$ cat src/camera_input_pkg.sv
/*
 * Constants, register layout and carrier types for the camera input
 * configuration block. Assumes a 50 MHz system clock and a classic
 * Wishbone slave with 32-bit data; register byte address = index * 4.
 */
// Function
// [RULE_01] port B edge select: 0 rising, 1 falling
// [RULE_02] edge select changed only while disabled
// [RULE_03] software never writes reserved 2008h-200Eh
// [RULE_04] chroma bit: 0 straight, 1 offset binary
// [RULE_05] software sets chroma bit to camera format
// [RULE_06] embedded sync off: separate sync lines used
// [RULE_07] embedded sync on: timing from BT656 codes
// [RULE_08] port select 000 first, 001 second, else reserved
// [RULE_09] software writes 00b to bits 11-10
// [RULE_10] reserved bits 15-12 and 9 reset zero
// [RULE_11] port B reference polarity, locked while enabled
// [RULE_12] enable cleared stops clock, output driven low
// [RULE_13] clock output port field decode
package camera_input_pkg;

    // ------------------------------------------------------------
    // register indices (byte address is four times the index)
    // ------------------------------------------------------------
    localparam logic [13:0] IDX_CAM2_SIGNAL = 14'h2006;
    localparam logic [13:0] IDX_RSVD_FIRST = 14'h2008;
    localparam logic [13:0] IDX_RSVD_LAST = 14'h200E;
    localparam logic [13:0] IDX_CAM_CONFIG = 14'h2010;
    localparam logic [13:0] IDX_CAM_STATUS = 14'h2030;

    // ------------------------------------------------------------
    // reset values and field codes
    // ------------------------------------------------------------
    localparam logic [5:0] CAM2_SIGNAL_RESET = 6'h00;
    localparam logic [8:0] CAM_CONFIG_RESET = 9'h000;
    localparam logic [2:0] PORT_A = 3'h0;
    localparam logic [2:0] PORT_B = 3'h1;
    localparam logic [2:0] CLKP_FOLLOW = 3'h0;
    localparam logic [2:0] CLKP_A = 3'h1;
    localparam logic [2:0] CLKP_B = 3'h2;
    localparam logic [2:0] CLKP_BOTH = 3'h3;
    localparam logic [2:0] CLKP_NONE = 3'h4;
    localparam logic [7:0] CHROMA_FLIP = 8'h80;
    localparam logic [7:0] SYNC_BYTE_FF = 8'hFF;
    localparam logic [7:0] SYNC_BYTE_00 = 8'h00;
    localparam int BT_F_BIT = 6;
    localparam int BT_V_BIT = 5;
    localparam int BT_H_BIT = 4;

    // camera clock output half period in system cycles
    localparam int CAM_CLK_HALF = 4;

    // ------------------------------------------------------------
    // types
    // ------------------------------------------------------------
    typedef struct packed {
        logic clk_mode;
        logic [1:0] byte_order;
        logic href_high;
        logic vref_high;
        logic clk_falling;
    } cam2_signal_s;

    typedef struct packed {
        logic signed_chroma;
        logic bt656;
        logic [2:0] port;
        logic [2:0] clk_port;
        logic enable;
    } cam_config_s;

    typedef struct packed {
        logic frame_valid;
        logic line_valid;
        logic valid;
        logic [7:0] data;
    } pixel_s;

    typedef enum logic [1:0] {
        SYNC_IDLE = 2'b00,
        SYNC_FF = 2'b01,
        SYNC_Z1 = 2'b10,
        SYNC_Z2 = 2'b11
    } sync_state_e;

endpackage

$ cat src/camera_input_config.sv
/*
 * Camera input configuration and pixel capture for two parallel camera
 * ports. Assumes camera pins are asynchronous to clk_sys and that the
 * pixel clock is at most a quarter of the system clock rate.
 */
// The Wishbone slave port is this design's own decision.
module camera_input_config
    import camera_input_pkg::*;
#(
    parameter int CLK_HALF = CAM_CLK_HALF
) (
    input wire logic clk_sys,
    input wire logic rst_n,
    input wire logic cyc_i,
    input wire logic stb_i,
    input wire logic we_i,
    input wire logic [15:2] adr_i,
    input wire logic [3:0] sel_i,
    input wire logic [31:0] dat_i,
    output logic [31:0] dat_o,
    output logic ack_o,
    input wire logic cam_a_pixel_clock_in,
    input wire logic cam_a_line_reference,
    input wire logic cam_a_frame_reference,
    input wire logic [7:0] cam_a_data,
    input wire logic cam_b_pixel_clock_in,
    input wire logic cam_b_line_reference,
    input wire logic cam_b_frame_reference,
    input wire logic [7:0] cam_b_data,
    output logic camera_clock_output_a,
    output logic camera_clock_output_b,
    output pixel_s pixel_out
);

    // ------------------------------------------------------------
    // pin synchronisers, one per port
    // ------------------------------------------------------------
    logic [10:0] pin_raw [2];
    logic [10:0] pin_s1 [2];
    logic [10:0] pin_s2 [2];
    logic clk_s3 [2];

    assign pin_raw[0] = {cam_a_pixel_clock_in, cam_a_line_reference,
                         cam_a_frame_reference, cam_a_data};
    assign pin_raw[1] = {cam_b_pixel_clock_in, cam_b_line_reference,
                         cam_b_frame_reference, cam_b_data};

    for (genvar p = 0; p < 2; p++) begin : g_sync
        always_ff @(posedge clk_sys or negedge rst_n) begin
            if (!rst_n) begin
                pin_s1[p] <= '0;
                pin_s2[p] <= '0;
                clk_s3[p] <= 1'b0;
            end else begin
                pin_s1[p] <= pin_raw[p];
                pin_s2[p] <= pin_s1[p];
                clk_s3[p] <= pin_s2[p][10];
            end
        end
    end

    // ------------------------------------------------------------
    // registers and bus decode
    // ------------------------------------------------------------
    cam2_signal_s sig;
    cam_config_s cfg;
    logic [7:0] raw_byte;
    logic [31:0] rd_word;
    logic req;
    logic wr;
    logic [15:0] sig_merged;
    logic [15:0] cfg_merged;

    assign req = cyc_i && stb_i;
    // a write lands on the edge where the master sees ack
    assign wr = req && we_i && ack_o;

    function automatic logic [15:0] merge16(input logic [15:0] old,
                                            input logic [31:0] wd,
                                            input logic [3:0] be);
        merge16 = {be[1] ? wd[15:8] : old[15:8],
                   be[0] ? wd[7:0] : old[7:0]};
    endfunction

    assign sig_merged = merge16({10'h000, sig}, dat_i, sel_i);
    assign cfg_merged = merge16({7'h00, cfg}, dat_i, sel_i);

    always_ff @(posedge clk_sys or negedge rst_n) begin
        if (!rst_n) begin
            sig <= CAM2_SIGNAL_RESET;
        end else if (wr && adr_i == IDX_CAM2_SIGNAL && !cfg.enable) begin
            // polarity and edge are locked while capture runs [RULE_11]
            sig <= sig_merged[5:0]; // [RULE_01]
        end
    end

    always_ff @(posedge clk_sys or negedge rst_n) begin
        if (!rst_n) begin
            cfg <= CAM_CONFIG_RESET; // [RULE_10]
        end else if (wr && adr_i == IDX_CAM_CONFIG) begin
            // bits 15-9 are not stored and read back as zero [RULE_09]
            cfg <= cfg_merged[8:0];
        end
    end

    logic line_act;
    logic frame_act;
    logic sel_b;

    always_comb begin
        rd_word = 32'h0000_0000;
        case (adr_i)
            IDX_CAM2_SIGNAL: rd_word = {26'h0, sig};
            IDX_CAM_CONFIG: rd_word = {23'h0, cfg}; // [RULE_10]
            IDX_CAM_STATUS: rd_word = {21'h0, sel_b, frame_act, line_act,
                                       raw_byte};
            default: rd_word = 32'h0000_0000; // reserved span [RULE_03]
        endcase
    end

    // every address answers in one cycle; unmapped reads give zero
    always_ff @(posedge clk_sys or negedge rst_n) begin
        if (!rst_n) begin
            ack_o <= 1'b0;
            dat_o <= 32'h0000_0000;
        end else begin
            ack_o <= req && !ack_o;
            if (req && !ack_o) begin
                dat_o <= we_i ? 32'h0000_0000 : rd_word;
            end
        end
    end

    // ------------------------------------------------------------
    // port view, edge detect and references
    // ------------------------------------------------------------
    logic [10:0] cur;
    logic cur_s3;
    logic port_ok;
    logic rise;
    logic fall;
    logic edge_hit;
    logic capture;
    logic href_act;
    logic vref_act;

    assign sel_b = cfg.port == PORT_B;
    assign port_ok = cfg.port == PORT_A || cfg.port == PORT_B; // [RULE_08]
    assign cur = sel_b ? pin_s2[1] : pin_s2[0];
    assign cur_s3 = sel_b ? clk_s3[1] : clk_s3[0];
    assign rise = cur[10] && !cur_s3;
    assign fall = !cur[10] && cur_s3;
    assign edge_hit = (sel_b && sig.clk_falling) ? fall : rise; // [RULE_01]
    assign capture = cfg.enable && port_ok && edge_hit;
    // port A references are taken as active high
    assign href_act = sel_b ? cur[9] == sig.href_high : cur[9]; // [RULE_11]
    assign vref_act = sel_b ? cur[8] == sig.vref_high : cur[8]; // [RULE_11]

    // ------------------------------------------------------------
    // embedded sync code recovery
    // ------------------------------------------------------------
    sync_state_e sync_state;
    logic bt_line;
    logic bt_frame;
    logic is_code;

    assign is_code = cfg.bt656 && sync_state == SYNC_Z2;

    always_ff @(posedge clk_sys or negedge rst_n) begin
        if (!rst_n) begin
            sync_state <= SYNC_IDLE;
        end else if (!cfg.enable || !cfg.bt656) begin
            sync_state <= SYNC_IDLE;
        end else if (capture) begin
            case (sync_state)
                SYNC_IDLE: if (cur[7:0] == SYNC_BYTE_FF) begin
                    sync_state <= SYNC_FF;
                end
                SYNC_FF: sync_state <= (cur[7:0] == SYNC_BYTE_00)
                                       ? SYNC_Z1 : SYNC_IDLE;
                SYNC_Z1: sync_state <= (cur[7:0] == SYNC_BYTE_00)
                                       ? SYNC_Z2 : SYNC_IDLE;
                SYNC_Z2: sync_state <= SYNC_IDLE;
                default: sync_state <= SYNC_IDLE;
            endcase
        end
    end

    always_ff @(posedge clk_sys or negedge rst_n) begin
        if (!rst_n) begin
            bt_line <= 1'b0;
            bt_frame <= 1'b0;
        end else if (capture && is_code) begin
            // end of active video clears the line, start reopens it when V is clear
            bt_line <= !cur[BT_H_BIT] && !cur[BT_V_BIT]; // [RULE_07]
            bt_frame <= !cur[BT_V_BIT]; // [RULE_07]
        end
    end

    assign line_act = cfg.bt656 ? bt_line : href_act; // [RULE_06]
    assign frame_act = cfg.bt656 ? bt_frame : vref_act; // [RULE_06]

    // ------------------------------------------------------------
    // byte phase and pixel output
    // ------------------------------------------------------------
    logic phase;
    logic is_chroma;
    logic take;

    // orders 00/01 start with chroma, 10/11 with luma
    assign is_chroma = sig.byte_order[1] ? phase : !phase;
    // sync preamble bytes never reach the pixel stream
    assign take = capture && line_act
                  && !(cfg.bt656 && (sync_state != SYNC_IDLE
                                     || cur[7:0] == SYNC_BYTE_FF));

    always_ff @(posedge clk_sys or negedge rst_n) begin
        if (!rst_n) begin
            phase <= 1'b0;
        end else if (!line_act) begin
            phase <= 1'b0;
        end else if (take) begin
            phase <= !phase;
        end
    end

    always_ff @(posedge clk_sys or negedge rst_n) begin
        if (!rst_n) begin
            raw_byte <= 8'h00;
            pixel_out <= '0;
        end else begin
            pixel_out.valid <= take;
            pixel_out.line_valid <= cfg.enable && port_ok && line_act;
            pixel_out.frame_valid <= cfg.enable && port_ok && frame_act;
            if (take) begin
                raw_byte <= cur[7:0];
                // offset binary chroma is moved to straight [RULE_04]
                pixel_out.data <= (is_chroma && cfg.signed_chroma)
                                  ? cur[7:0] ^ CHROMA_FLIP : cur[7:0];
            end
        end
    end

    // ------------------------------------------------------------
    // camera clock output
    // ------------------------------------------------------------
    logic [7:0] div_cnt;
    logic clk_tog;
    logic on_a;
    logic on_b;

    always_ff @(posedge clk_sys or negedge rst_n) begin
        if (!rst_n) begin
            div_cnt <= 8'h00;
            clk_tog <= 1'b0;
        end else if (!cfg.enable) begin
            div_cnt <= 8'h00; // [RULE_12]
            clk_tog <= 1'b0;
        end else if (div_cnt == 8'(CLK_HALF - 1)) begin
            div_cnt <= 8'h00;
            clk_tog <= !clk_tog;
        end else begin
            div_cnt <= div_cnt + 8'h01;
        end
    end

    // [RULE_13]
    assign on_a = (cfg.clk_port == CLKP_FOLLOW) ? cfg.port == PORT_A
                  : cfg.clk_port == CLKP_A || cfg.clk_port == CLKP_BOTH;
    assign on_b = (cfg.clk_port == CLKP_FOLLOW) ? cfg.port == PORT_B
                  : cfg.clk_port == CLKP_B || cfg.clk_port == CLKP_BOTH;

    always_ff @(posedge clk_sys or negedge rst_n) begin
        if (!rst_n) begin
            camera_clock_output_a <= 1'b0;
            camera_clock_output_b <= 1'b0;
        end else begin
            // low on the edge after the enable clears [RULE_12]
            camera_clock_output_a <= cfg.enable && on_a && clk_tog;
            camera_clock_output_b <= cfg.enable && on_b && clk_tog;
        end
    end
endmodule

$ cat config.mk
export PLATFORM = sky130hd
export DESIGN_NAME = camera_input_config
export DESIGN_NICKNAME = d
export VERILOG_FILES = /design/src/camera_input_pkg.sv /design/src/camera_input_config.sv
export SDC_FILE = /design/constraint.sdc
export NUM_CORES = 1
export LEC_CHECK = 0
export BUFFER_PORTS_ARGS = -buffer_cell sky130_fd_sc_hd__buf_2
export CAP_MARGIN = 20
export CORE_MARGIN = 5
export CORE_UTILIZATION = 50
export DETAILED_ROUTE_END_ITERATION = 8
export GPL_TIMING_DRIVEN = 0
export HOLD_SLACK_MARGIN = 0.08
export PLACE_DENSITY_LB_ADDON = 0.08
export SLEW_MARGIN = 20
export SYNTH_ARGS = -nofsm -noshare
export SYNTH_HDL_FRONTEND = slang
export SYNTH_SLANG_ARGS = --single-unit
$ cat constraint.sdc
create_clock -name clk_sys -period 3 [get_ports clk_sys]
set_clock_uncertainty 0.15 [all_clocks]
set_input_delay 0.15 -clock clk_sys [delete_from_list [all_inputs] [get_ports clk_sys]]
set_output_delay 0.15 -clock clk_sys [all_outputs]
set_load 0.01 [all_outputs]
Word level (Yosys, flattened, before mapping) --
Cells that the tools add are included.
Storage, ports and cells: bits in registers 129, input bits 77, logic and storage cells 125
Operators by class: add/sub/neg operators 1, equal/unequal tests 17, mux-type cells 25, bitwise logic cells 1, reduce and logical (&&, ||, !) cells 50
Operator list (number):
- $eq A14 B14 Y1 const B | 3
- $pmux W11 S3 | 1
- $mux W32 | 1
- $logic_and A1 B1 Y1 | 25
- $mux W8 | 3
- $mux W1 | 13
- $mux W11 | 1
- $logic_not A1 Y1 | 10
- $mux W2 | 5
- $add A8 B1 Y8 const B | 1
- $eq A8 B2 Y1 const B | 1
- $eq A8 B8 Y1 const B | 1
- $logic_not A8 Y1 | 1
- $pmux W2 S4 | 1
- $reduce_and A2 Y1 | 4
- $eq A3 B1 Y1 const B | 2
- $eq A3 B2 Y1 const B | 2
- $logic_not A3 Y1 | 2
- $logic_or A1 B1 Y1 | 5
- $eq A2 B2 Y1 const B | 2
- $ne A2 B1 Y1 const B | 2
- $reduce_bool A2 Y1 | 2
- $ne A3 B3 Y1 const B | 1
- $eq A1 B1 Y1 | 2
- other kinds (3) | 3

Longest topological paths before layout --
Gate-level depths: netlist (run 1).
depth after elaboration 10, depth in mapped cells 7, depth with buffers taken out 5

Worst setup path before layout (run 1) --
Ideal clock, no wire load.
path type input -> register, start point in adr_i[13] in the netlist's numbering, end point reg dat_o[10], arrival time 2.110 ns, slack 0.648 ns, stages on the path 6, buffers on the path 1, cells stage by stage or4b_1 or4b_4 or2_1 buf_2 or3b_4 o31ai_2
Between the ends: longest elaborated chain between the ends 3, elaborated cells between the ends (all ways) 5
RTL lines:
- start: declaration | line camera_input_config.sv:17 | input wire logic [15:2] adr_i,
- $eq A14 B14 Y1 | line camera_input_config.sv:112 | case (adr_i)
- $pmux W11 S3 * | line camera_input_config.sv:112
- $mux W32 * | line camera_input_config.sv:129 | dat_o <= we_i ? 32'h0000_0000 : rd_word;
- end signal: assignment | line camera_input_config.sv:129
- end: declaration | line camera_input_config.sv:20 | output logic [31:0] dat_o,
Mark *: on every way between the ends. The rest lies on a longest branch, timed or not. A chain may end at the register's enable or synchronous reset.

Worst setup path after layout (run 1) --
start point reg cfg[4] in the netlist's numbering, end point reg pixel_out[2] in the netlist's numbering
Between the ends: longest elaborated chain between the ends 8, elaborated cells between the ends (all ways) 23
RTL lines:
- start: declaration | line camera_input_config.sv:66 | cam_config_s cfg;
- start signal: assignment | line camera_input_config.sv:102 | cfg <= cfg_merged[8:0];
- branches (longest 8 deep; another with $mux W11)
- end: declaration | line camera_input_config.sv:32 | output pixel_s pixel_out
Parallel ways; which one is timed is not known.

==> flow_summary.ini, run 1 <==
[floorplan]
pin_count = 123
die_h_um = 101
design.die.area_sq_mm = 0.0102
core_area_sq_mm = 0.00813
placementRows = 33
fp.dieW_um = 101
start_util_pct = 51.0

[timing]
fin_crit_ns = 2.72
finalCritPeriodShare_pct = 90.5
setup_viol = 0
slew_violations = 0
worstMarginPinSlew_ns = 0.815
rsz0062_at_grt = false
fmax_ghz = 0.368
hold_viol = 0
setup_tns_ns = 0
fin_hold_ws_ns = 0.106
slew_headroom_pct = 45.3

[route]
route.vias.total = 2873
detail-route-antenna-nets = 0
dr.pass1.iters = 4
wl_um = 8490
drc = 0
drt_iter0_markers = 97
viasPerCell = 4.85
wl_per_cell_um = 14.3

[critical_path]
cpPeakStageDelay_ns = 0.46
cp-start-kind = flop
cp_cell_sequence = or3b_1, nor3_1, o21a_1, or3_1, clkbuf_1, mux2_2
crit_fanout = 10
worst_ep_required_time_ns = 3.11
end_kind = flop
crit_arrival_ns = 2.82
crit_buf_inv = 1
crit_type = reg2reg
rrSetupSlack_ns = 0.28
cp_top_family = simple AND/OR/NAND/NOR gates
cp_slowest_cell = dfrtp_1

[pwr]
seq_power_share_pct = 58.2
swShare_pct = 25.2
vdd_drop_max_mv = 0.341
p_int_w = 0.00181
power_leakage_nw = 2.65
power_density_mw_per_mm2 = 456
clock_power_share_pct = 34.9
pwr-share-comb_pct = 6.9
power_switching_w = 0.000609

[layout]
fin_area_sq_mm = 0.00531
fin_cells = 592
drive_gt1_share_pct = 30.8
num_antenna_cells = 0
most-common-layout-cells = dfrtp_1 (101), buf_2 (76), nand2_1 (36), dlygate4sd3_1 (34), buf_4 (28)
syn2layout_area_growth_pct = 28.0
fin_nets = 560
final_common_cell = dfrtp_1
fill_cells = 637

[global_route]
grt.total_usage_pct = 17.7
grt_pass1_vias = 2894
grt_start_max_net_pins = 52
grt_pass1_wl_um = 13800
antenna_found_initial = 0
overflow = 0

[cts]
clock_sinks = 101
cts_max_level = 3
postCtsSetupRepairBufs = 0
root_buffer = clkbuf_8
path_clk_slew_ns = 0.10
insertion_delay_ns = 0.37
cts_buffers = 9
cts_max_path_buffers = 2
tritoncts = done

[logic_synthesis]
synth-seq-cells = 101
ys.flop_type = dfrtp_1
async_flop_share_pct = 100
synth.distinct_cells = 48
ys_warn_count = 0
syn_area_per_cell_sq_um = 12.2
syn_inst = 340
synth_top_area_share_pct = 61.0
synth_edf_count = 0
yosys-top-cells-area = dfrtp_1 (61%), mux2_2 (5.7%), buf_4 (5.1%)
ys_seq_area_share_pct = 61.0
syn_area_sq_mm = 0.00415
yosysTopAreaCell = dfrtp_1

[place]
dp_cells = 542
place_area_sq_mm = 0.00477
gp_congestion = 0.772
numPortBuffers = 76
dp_hpwl_um = 6070

[hold_path]
worst_hold_path_type = in2reg

[run_status]
outcome = finished clean

[job]
drv_cap = 0
## state kept, by name, summed over array words and instances, names as in the netlist, 2 cells and up
name / cells
pin_s2: 22
cfg: 9
dat_o: 11
clk_s3: 2
div_cnt: 8
pixel_out: 11
sync_state: 2
sig: 6
pin_s1: 22
## logic make-up after synthesis
family / Yosys count / synth area share, %
adder cells (fa/ha/maj): 1 / 0.302
AO/OA/AOI/OAI: 36 / 6.61
multiplexers: 36 / 9.42
flip-flops: 101 / 61.0
XOR/XNOR: 11 / 2.32
AND/OR/NAND/NOR: 110 / 13.7
buffers and inverters: 44 / 6.55
other: 1 / 0.0905
## metal layers
metal	GRT usage (%)	share of wire, %	up-vias
li1	-	-	1426
met1	21.6	41	1340
met2	29.9	49	85
met3	4.57	6.9	22
met4	7.36	2.7	0
met5	0	0	-
## synthesized netlist by cell type (all sizes together) (2+ instances only)
cell type	instances
nor3b	2
nor2	23
and3	3
nand3b	4
mux2i	12
nor3	5
o21ai	6
o21a	2
nor4	6
mux2	24
inv	8
a22o	6
xor2	6
o31ai	4
a21oi	7
nand4	7
or3b	4
or4b	2
nand3	10
nand2	36
buf	30
clkbuf	6
dfrtp	101
o2bb2ai	5
xnor2	5
or3	2
## worst min-delay path, stage by stage
cell	delay, ns
buf_2	0.10
nand3b_1	0.07
nor2_1	0.06
mux2_2	0.21
## repair_timing
item,4_1_cts,5_1_grt
setup endpoints to repair,0,0
hold buffers,34,0
gates resized for setup,0,0
endpoints found under the hold margin,149,0
## power by group through the flow
stage / Clock (W) / Combinational (W) / Sequential [W]
floorplan: 0 / 0.0000576 / 0.00143
global placement: 0 / 0.000125 / 0.00144
detailed placement: 0 / 0.000132 / 0.00144
CTS: 0.000874 / 0.000166 / 0.00141
global route: 0.000928 / 0.000187 / 0.00141
finish: 0.000844 / 0.000167 / 0.00141
## final cells by class
type                            count  area (sq um)  area share, %
Inverter                            8          30.0          0.566
Tap cell                          105           131           2.48
Sequential cell                   101          2530           47.6
Timing Repair Buffer              111           754           14.2
Multi-Input combinational cell    215          1420           26.8
Clock buffer                        9           124           2.33
Clock inverter                      7          77.6           1.46
Buffer                             36           241           4.55
## stage by stage
stage / total power, W / utilization, % / worst slack, ns
4_1_cts: 0.00245 / 65.3 / 0.238
3_3_place_gp: 0.00156 / 58.2 / 0.273
2_1_floorplan: 0.00149 / - / 0.648
5_1_grt: 0.00253 / 65.3 / 0.165
6_report: 0.00242 / 65.3 / 0.284
3_5_place_dp: 0.00157 / 58.6 / 0.269
## final timing paths
kind,to,cells past startpoint,startpoint
setup / recovery,pixel_out[2],6,cfg[4]
hold / removal,cfg[8],4,sel_i[1]
setup reg to reg,pixel_out[2],6,cfg[4]
hold reg to reg,pin_s2[11],0,pin_s1[11]
max in group asynchronous,sig[0],3,rst_n
min in group asynchronous,pixel_out[7],2,rst_n
Power figures use the tool's default switching activity.
==> run 2: changes to the inputs <==
- CAP_MARGIN: 20 -> not set
- CORE_UTILIZATION: 50 -> 46
- SETUP_SLACK_MARGIN: not set -> 0.4
- clock period: 3 -> 2.18 ns (I/O delays scaled with it)
==> run 2 against run 1 <==
The flow now finishes with violations (setup timing). Largest cell class unchanged. Register-to-register slack worse by 0.46 ns. Non-clock buffer count up 32. Sequential cell count stayed put. Highest routed layer unchanged.
==> flow_summary.ini, run 2 (synthesized netlist as in run 1, its figures left out) <==
[place]
gp_congestion = 0.753
dp_hpwl_um = 6270
place_area_sq_mm = 0.00483
numPortBuffers = 76

[route]
wl_per_cell_um = 15.3
viasPerCell = 4.88
wl_um = 9590
route.vias.total = 3061
detail-route-antenna-nets = 0
drc = 0
drt_iter0_markers = 157
dr.pass1.iters = 4

[timing]
fmax_ghz = 0.424
setup_viol = 10
rsz0062_at_grt = true
fin_crit_ns = 2.36
slew_violations = 0
worst_slack_ns = -0.180
setup_tns_ns = -1.33
slew_headroom_pct = 51.9
worstMarginPinSlew_ns = 0.722
hold_viol = 0
finalCritPeriodShare_pct = 108

[hold_path]
worst_hold_path_type = in2reg
min_path_cells = 4

[global_route]
antenna_found_initial = 0
grt_start_max_net_pins = 68
grt_pass1_wl_um = 15800
grt.total_usage_pct = 17.9
grt_pass1_vias = 3152
overflow = 0

[critical_path]
crit_fanout = 5
end_kind = flop
worstRegToRegCells = 6
crit_type = reg2reg
worst_ep_required_time_ns = 2.27
cp-start-kind = flop
crit_arrival_ns = 2.46

[job]
drv_cap = 0

[cts]
cts_max_level = 3
cts_max_path_buffers = 2
cts_buffers = 9
insertion_delay_ns = 0.36
path_clk_slew_ns = 0.10
root_buffer = clkbuf_8
tritoncts = done
clock_sinks = 101

[floorplan]
start_util_pct = 47.3
die_h_um = 105
fp.dieW_um = 105
pin_count = 123
placementRows = 34
core_area_sq_mm = 0.00876
design.die.area_sq_mm = 0.0110

[pwr]
power_leakage_nw = 2.93
vdd_drop_max_mv = 0.406
power_density_mw_per_mm2 = 560

[layout]
syn2layout_area_growth_pct = 43.8
fin_area_sq_mm = 0.00596
final_common_cell = dfrtp_1
drive_gt1_share_pct = 42.2
most-common-layout-cells = dfrtp_1 (99), buf_2 (74), buf_4 (44), dlygate4sd3_1 (36), nand2_1 (34)
num_antenna_cells = 0
fin_nets = 592
reg_top3 = pin_s1: 22 flops, pin_s2: 22 flops

[run_status]
violations = setup timing
outcome = complete, but fails checks
[run 2: changes by cell type in the layout (fill, tap and decap cells not counted), sizes merged]
cell	change
clkinvlp	+2
buf	+32
clkbuf	-1
dlygate4sd3	+2
clkinv	-3
[run 2: critical path, stage by stage, from the launching register on]
cell,delay (ns)
dfrtp_1,0.39
or3b_1,0.39
nand3_2,0.08
or3b_4,0.39
or3_4,0.41
buf_8,0.15
mux2_4,0.29
[run 2: area by class of cell]
cell class,count,area [sq um]
buffer,36,295
clock buffer,10,138
clock inverter,6,55.1
fill,688,2800
inverter,8,30.0
multi-input combinational,215,1710
sequential,101,2530
tap,108,135
timing repair buffer,143,1070
[run 2: timing repair]
item / CTS / global route
endpoints found under the hold margin: 149 / 0
buffers inserted: 20 / 9
hold buffers: 36 / 0
endpoints found under the setup margin: 43 / 42
gates cloned: 1 / 0
gates resized for setup: 61 / 21
pin swaps: 24 / 18
[run 2: report_power, final]
group          total (W)  switching [W]  internal (W)
clock network    0.00115       0.000684      0.000469
logic           0.000244       0.000116      0.000128
registers        0.00194      0.0000237       0.00192
total            0.00334       0.000823       0.00251
[run 2: path summary, 6_finish.rpt]
check	from	slack [ns]	to
max	clk_s3[0]	-0.18	pixel_out[4]
min	adr_i[7]	0.15	cfg[7]
max reg2reg	clk_s3[0]	-0.18	pixel_out[4]
min reg2reg	pin_s1[8]	0.20	pin_s2[8]
max in group asynchronous	rst_n	0.64	pin_s2[3]
min in group asynchronous	rst_n	0.59	ack_o
[run 2: per-layer routing]
layer	global-route usage [%]	routed length (um)
met5	0	0
met2	29.9	4790
met3	4.99	619
met1	22.8	4050
met4	5.02	133
[run 2: through the flow]
step | std cells | total power (W) | utilization [%] | worst slack (ns) | hold slack (ns)
after floorplan | 360 | 0.00205 | - | -0.111 | -0.337
after global placement | 544 | 0.00215 | 54.7 | -0.375 | 0.0663
after detailed placement | 545 | 0.00216 | 55.1 | -0.398 | -0.134
after CTS | 618 | 0.00336 | 66.3 | -0.167 | 0.107
after global routing | 627 | 0.00348 | 68.0 | -0.223 | 0.137
final | 627 | 0.00334 | 68.0 | -0.180 | 0.154
==> run 3: changes to the inputs <==
- CORE_UTILIZATION: 46 -> 48
- CTS_BUF_LIST: not set -> sky130_fd_sc_hd__clkbuf_4
==> run 3 against run 2 <==
The run still ends with setup timing left. Critical path depth unchanged. Clock-buffer cell count down 1. Register-to-register slack improved by 0.02 ns. Sequential cell count did not move.
==> flow_summary.ini, run 3 (synthesized netlist as in run 1, its figures left out) <==
[place]
gp_congestion = 0.790
place_area_sq_mm = 0.00483
dp_hpwl_um = 6310
dp_cells = 545
numPortBuffers = 76

[cts]
tritoncts = done
insertion_delay_ns = 0.45
cts_max_path_buffers = 2
root_buffer = clkbuf_4
cts-hold-fix-buffers = 36
clock_sinks = 101
cts_max_level = 3
path_clk_slew_ns = 0.15
cts_buffers = 9

[route]
wl_per_cell_um = 15.0
drt_iter0_markers = 116
route.vias.total = 3011
wl_um = 9270
viasPerCell = 4.87
drc = 0
dr.pass1.iters = 4
detail-route-antenna-nets = 0

[critical_path]
cp-start-kind = flop
worstRegToRegCells = 6
rrSetupSlack_ns = -0.16
r2r-end = pixel_out[4]
worst_ep_required_time_ns = 2.36
crit_fanout = 5
crit_arrival_ns = 2.52
end_kind = flop
r2r_start = sig[0]
crit_type = reg2reg
crit_start = sig[0]
cp-endpoint = pixel_out[4]

[timing]
slew_headroom_pct = 50.0
setup_viol = 10
worstMarginPinSlew_ns = 0.750
rsz0062_at_grt = true
slew_violations = 0
finalCritPeriodShare_pct = 107
fin_crit_ns = 2.34
hold_viol = 0
worst_slack_ns = -0.156
fmax_ghz = 0.428

[global_route]
overflow = 0
grt_start_max_net_pins = 61
grt_pass1_wl_um = 15200
antenna_found_initial = 0
busiest_layer = met2
grt_pass1_vias = 3092
use_met2_pct = 32.0
grt.total_usage_pct = 18.7
grt_use_met1_pct = 24.5
grt_util_met3_pct = 4.13

[layout]
multiInputGateArea_sq_mm = 0.00164
drive_gt1_share_pct = 40.0
final-seq-area_sq_mm = 0.00253
reg_top3 = pin_s1: 22 flops, pin_s2: 22 flops
final_common_cell = dfrtp_1
fin_cells = 618
most-common-layout-cells = dfrtp_1 (99), buf_2 (74), buf_4 (40), dlygate4sd3_1 (36), nand2_1 (34)
fin_area_sq_mm = 0.00580
syn2layout_area_growth_pct = 39.9
num_antenna_cells = 0
fill_cells = 660
fin_nets = 583

[pwr]
swShare_pct = 23.2
power_leakage_nw = 2.86
vdd_drop_max_mv = 0.354
clock_power_share_pct = 33.4
power_density_mw_per_mm2 = 566
pwr-share-comb_pct = 7.4
p_int_w = 0.00252
power_switching_w = 0.000760
seq_power_share_pct = 59.1

[floorplan]
die_h_um = 103
pin_count = 123
placementRows = 34
design.die.area_sq_mm = 0.0106
fp.dieW_um = 103
core_area_sq_mm = 0.00855
start_util_pct = 48.5

[hold_path]
worst_hold_path_type = in2reg
hold_start = adr_i[11]
min_path_cells = 5

[run_status]
violations = setup timing
outcome = complete, but fails checks

[job]
drv_cap = 0
-- run 3: changes by cell type in the layout (fill, tap and decap cells not counted), sizes merged --
cell,change
bufinv,+2
clkinvlp,-2
clkinv,+2
inv,-1
buf,-10
-- run 3: worst min-delay path by stage --
stage	endpoint
final	dat_o[7]
after global routing	dat_o[7]
after CTS	dat_o[1]
after detailed placement	cfg[8]
after global placement	pin_s1[8]
after floorplan	ack_o
-- run 3: worst max-delay path: stages (launching register included) --
cell     delay, ns
dfrtp_1       0.41
or3b_1        0.39
nand3_2       0.09
or3b_4        0.38
or3_4         0.37
buf_8         0.15
mux2_4        0.29
-- run 3: layer usage --
layer	vias to the layer above	share of wire, %	wire length (um)
li1	1472	-	-
met1	1442	43	3970
met2	90	50	4600
met3	7	6.8	630
met4	0	0.73	68
met5	-	0	0
-- run 3: what timing repair did --
| action | in CTS | in global routing |
|---|---|---|
| resized for setup | 45 | 22 |
| buffers inserted | 14 | 6 |
| hold endpoints to repair | 149 | 3 |
| endpoints found under the setup margin | 40 | 44 |
| gates cloned | 1 | 0 |
| pin swaps | 12 | 9 |
-- run 3: power groups by stage --
stage               Sequential [W]  Clock (W)  Combinational (W)
finish                     0.00194    0.00110           0.000244
CTS                        0.00194    0.00113           0.000239
global route               0.00195    0.00120           0.000274
floorplan                  0.00197          0          0.0000806
detailed placement         0.00198          0           0.000184
global placement           0.00198          0           0.000174
-- run 3: final cells by class --
type                    instances  area share, %
repair buffers                134           17.1
flip-flops and latches        101           43.6
inverters                       8          0.518
clock inverters                 7           1.68
well taps                     108           2.33
plain buffers                  36           5.28
clock buffers                   9           1.16
multi-input cells             215           28.3
-- run 3: per-stage QoR --
step | util [%] | power, W | setup slack [ns] | setup TNS [ns] | hold slack (ns)
final | 67.8 | 0.00328 | -0.156 | -1.13 | 0.0766
after detailed placement | 56.5 | 0.00216 | -0.408 | -7.31 | -0.108
after global placement | 56.1 | 0.00215 | -0.377 | -21.12 | 0.0672
after floorplan | - | 0.00205 | -0.111 | -0.719 | -0.337
after global routing | 67.8 | 0.00343 | -0.199 | -1.58 | 0.0710
after CTS | 66.4 | 0.00331 | -0.138 | -0.997 | 0.0576
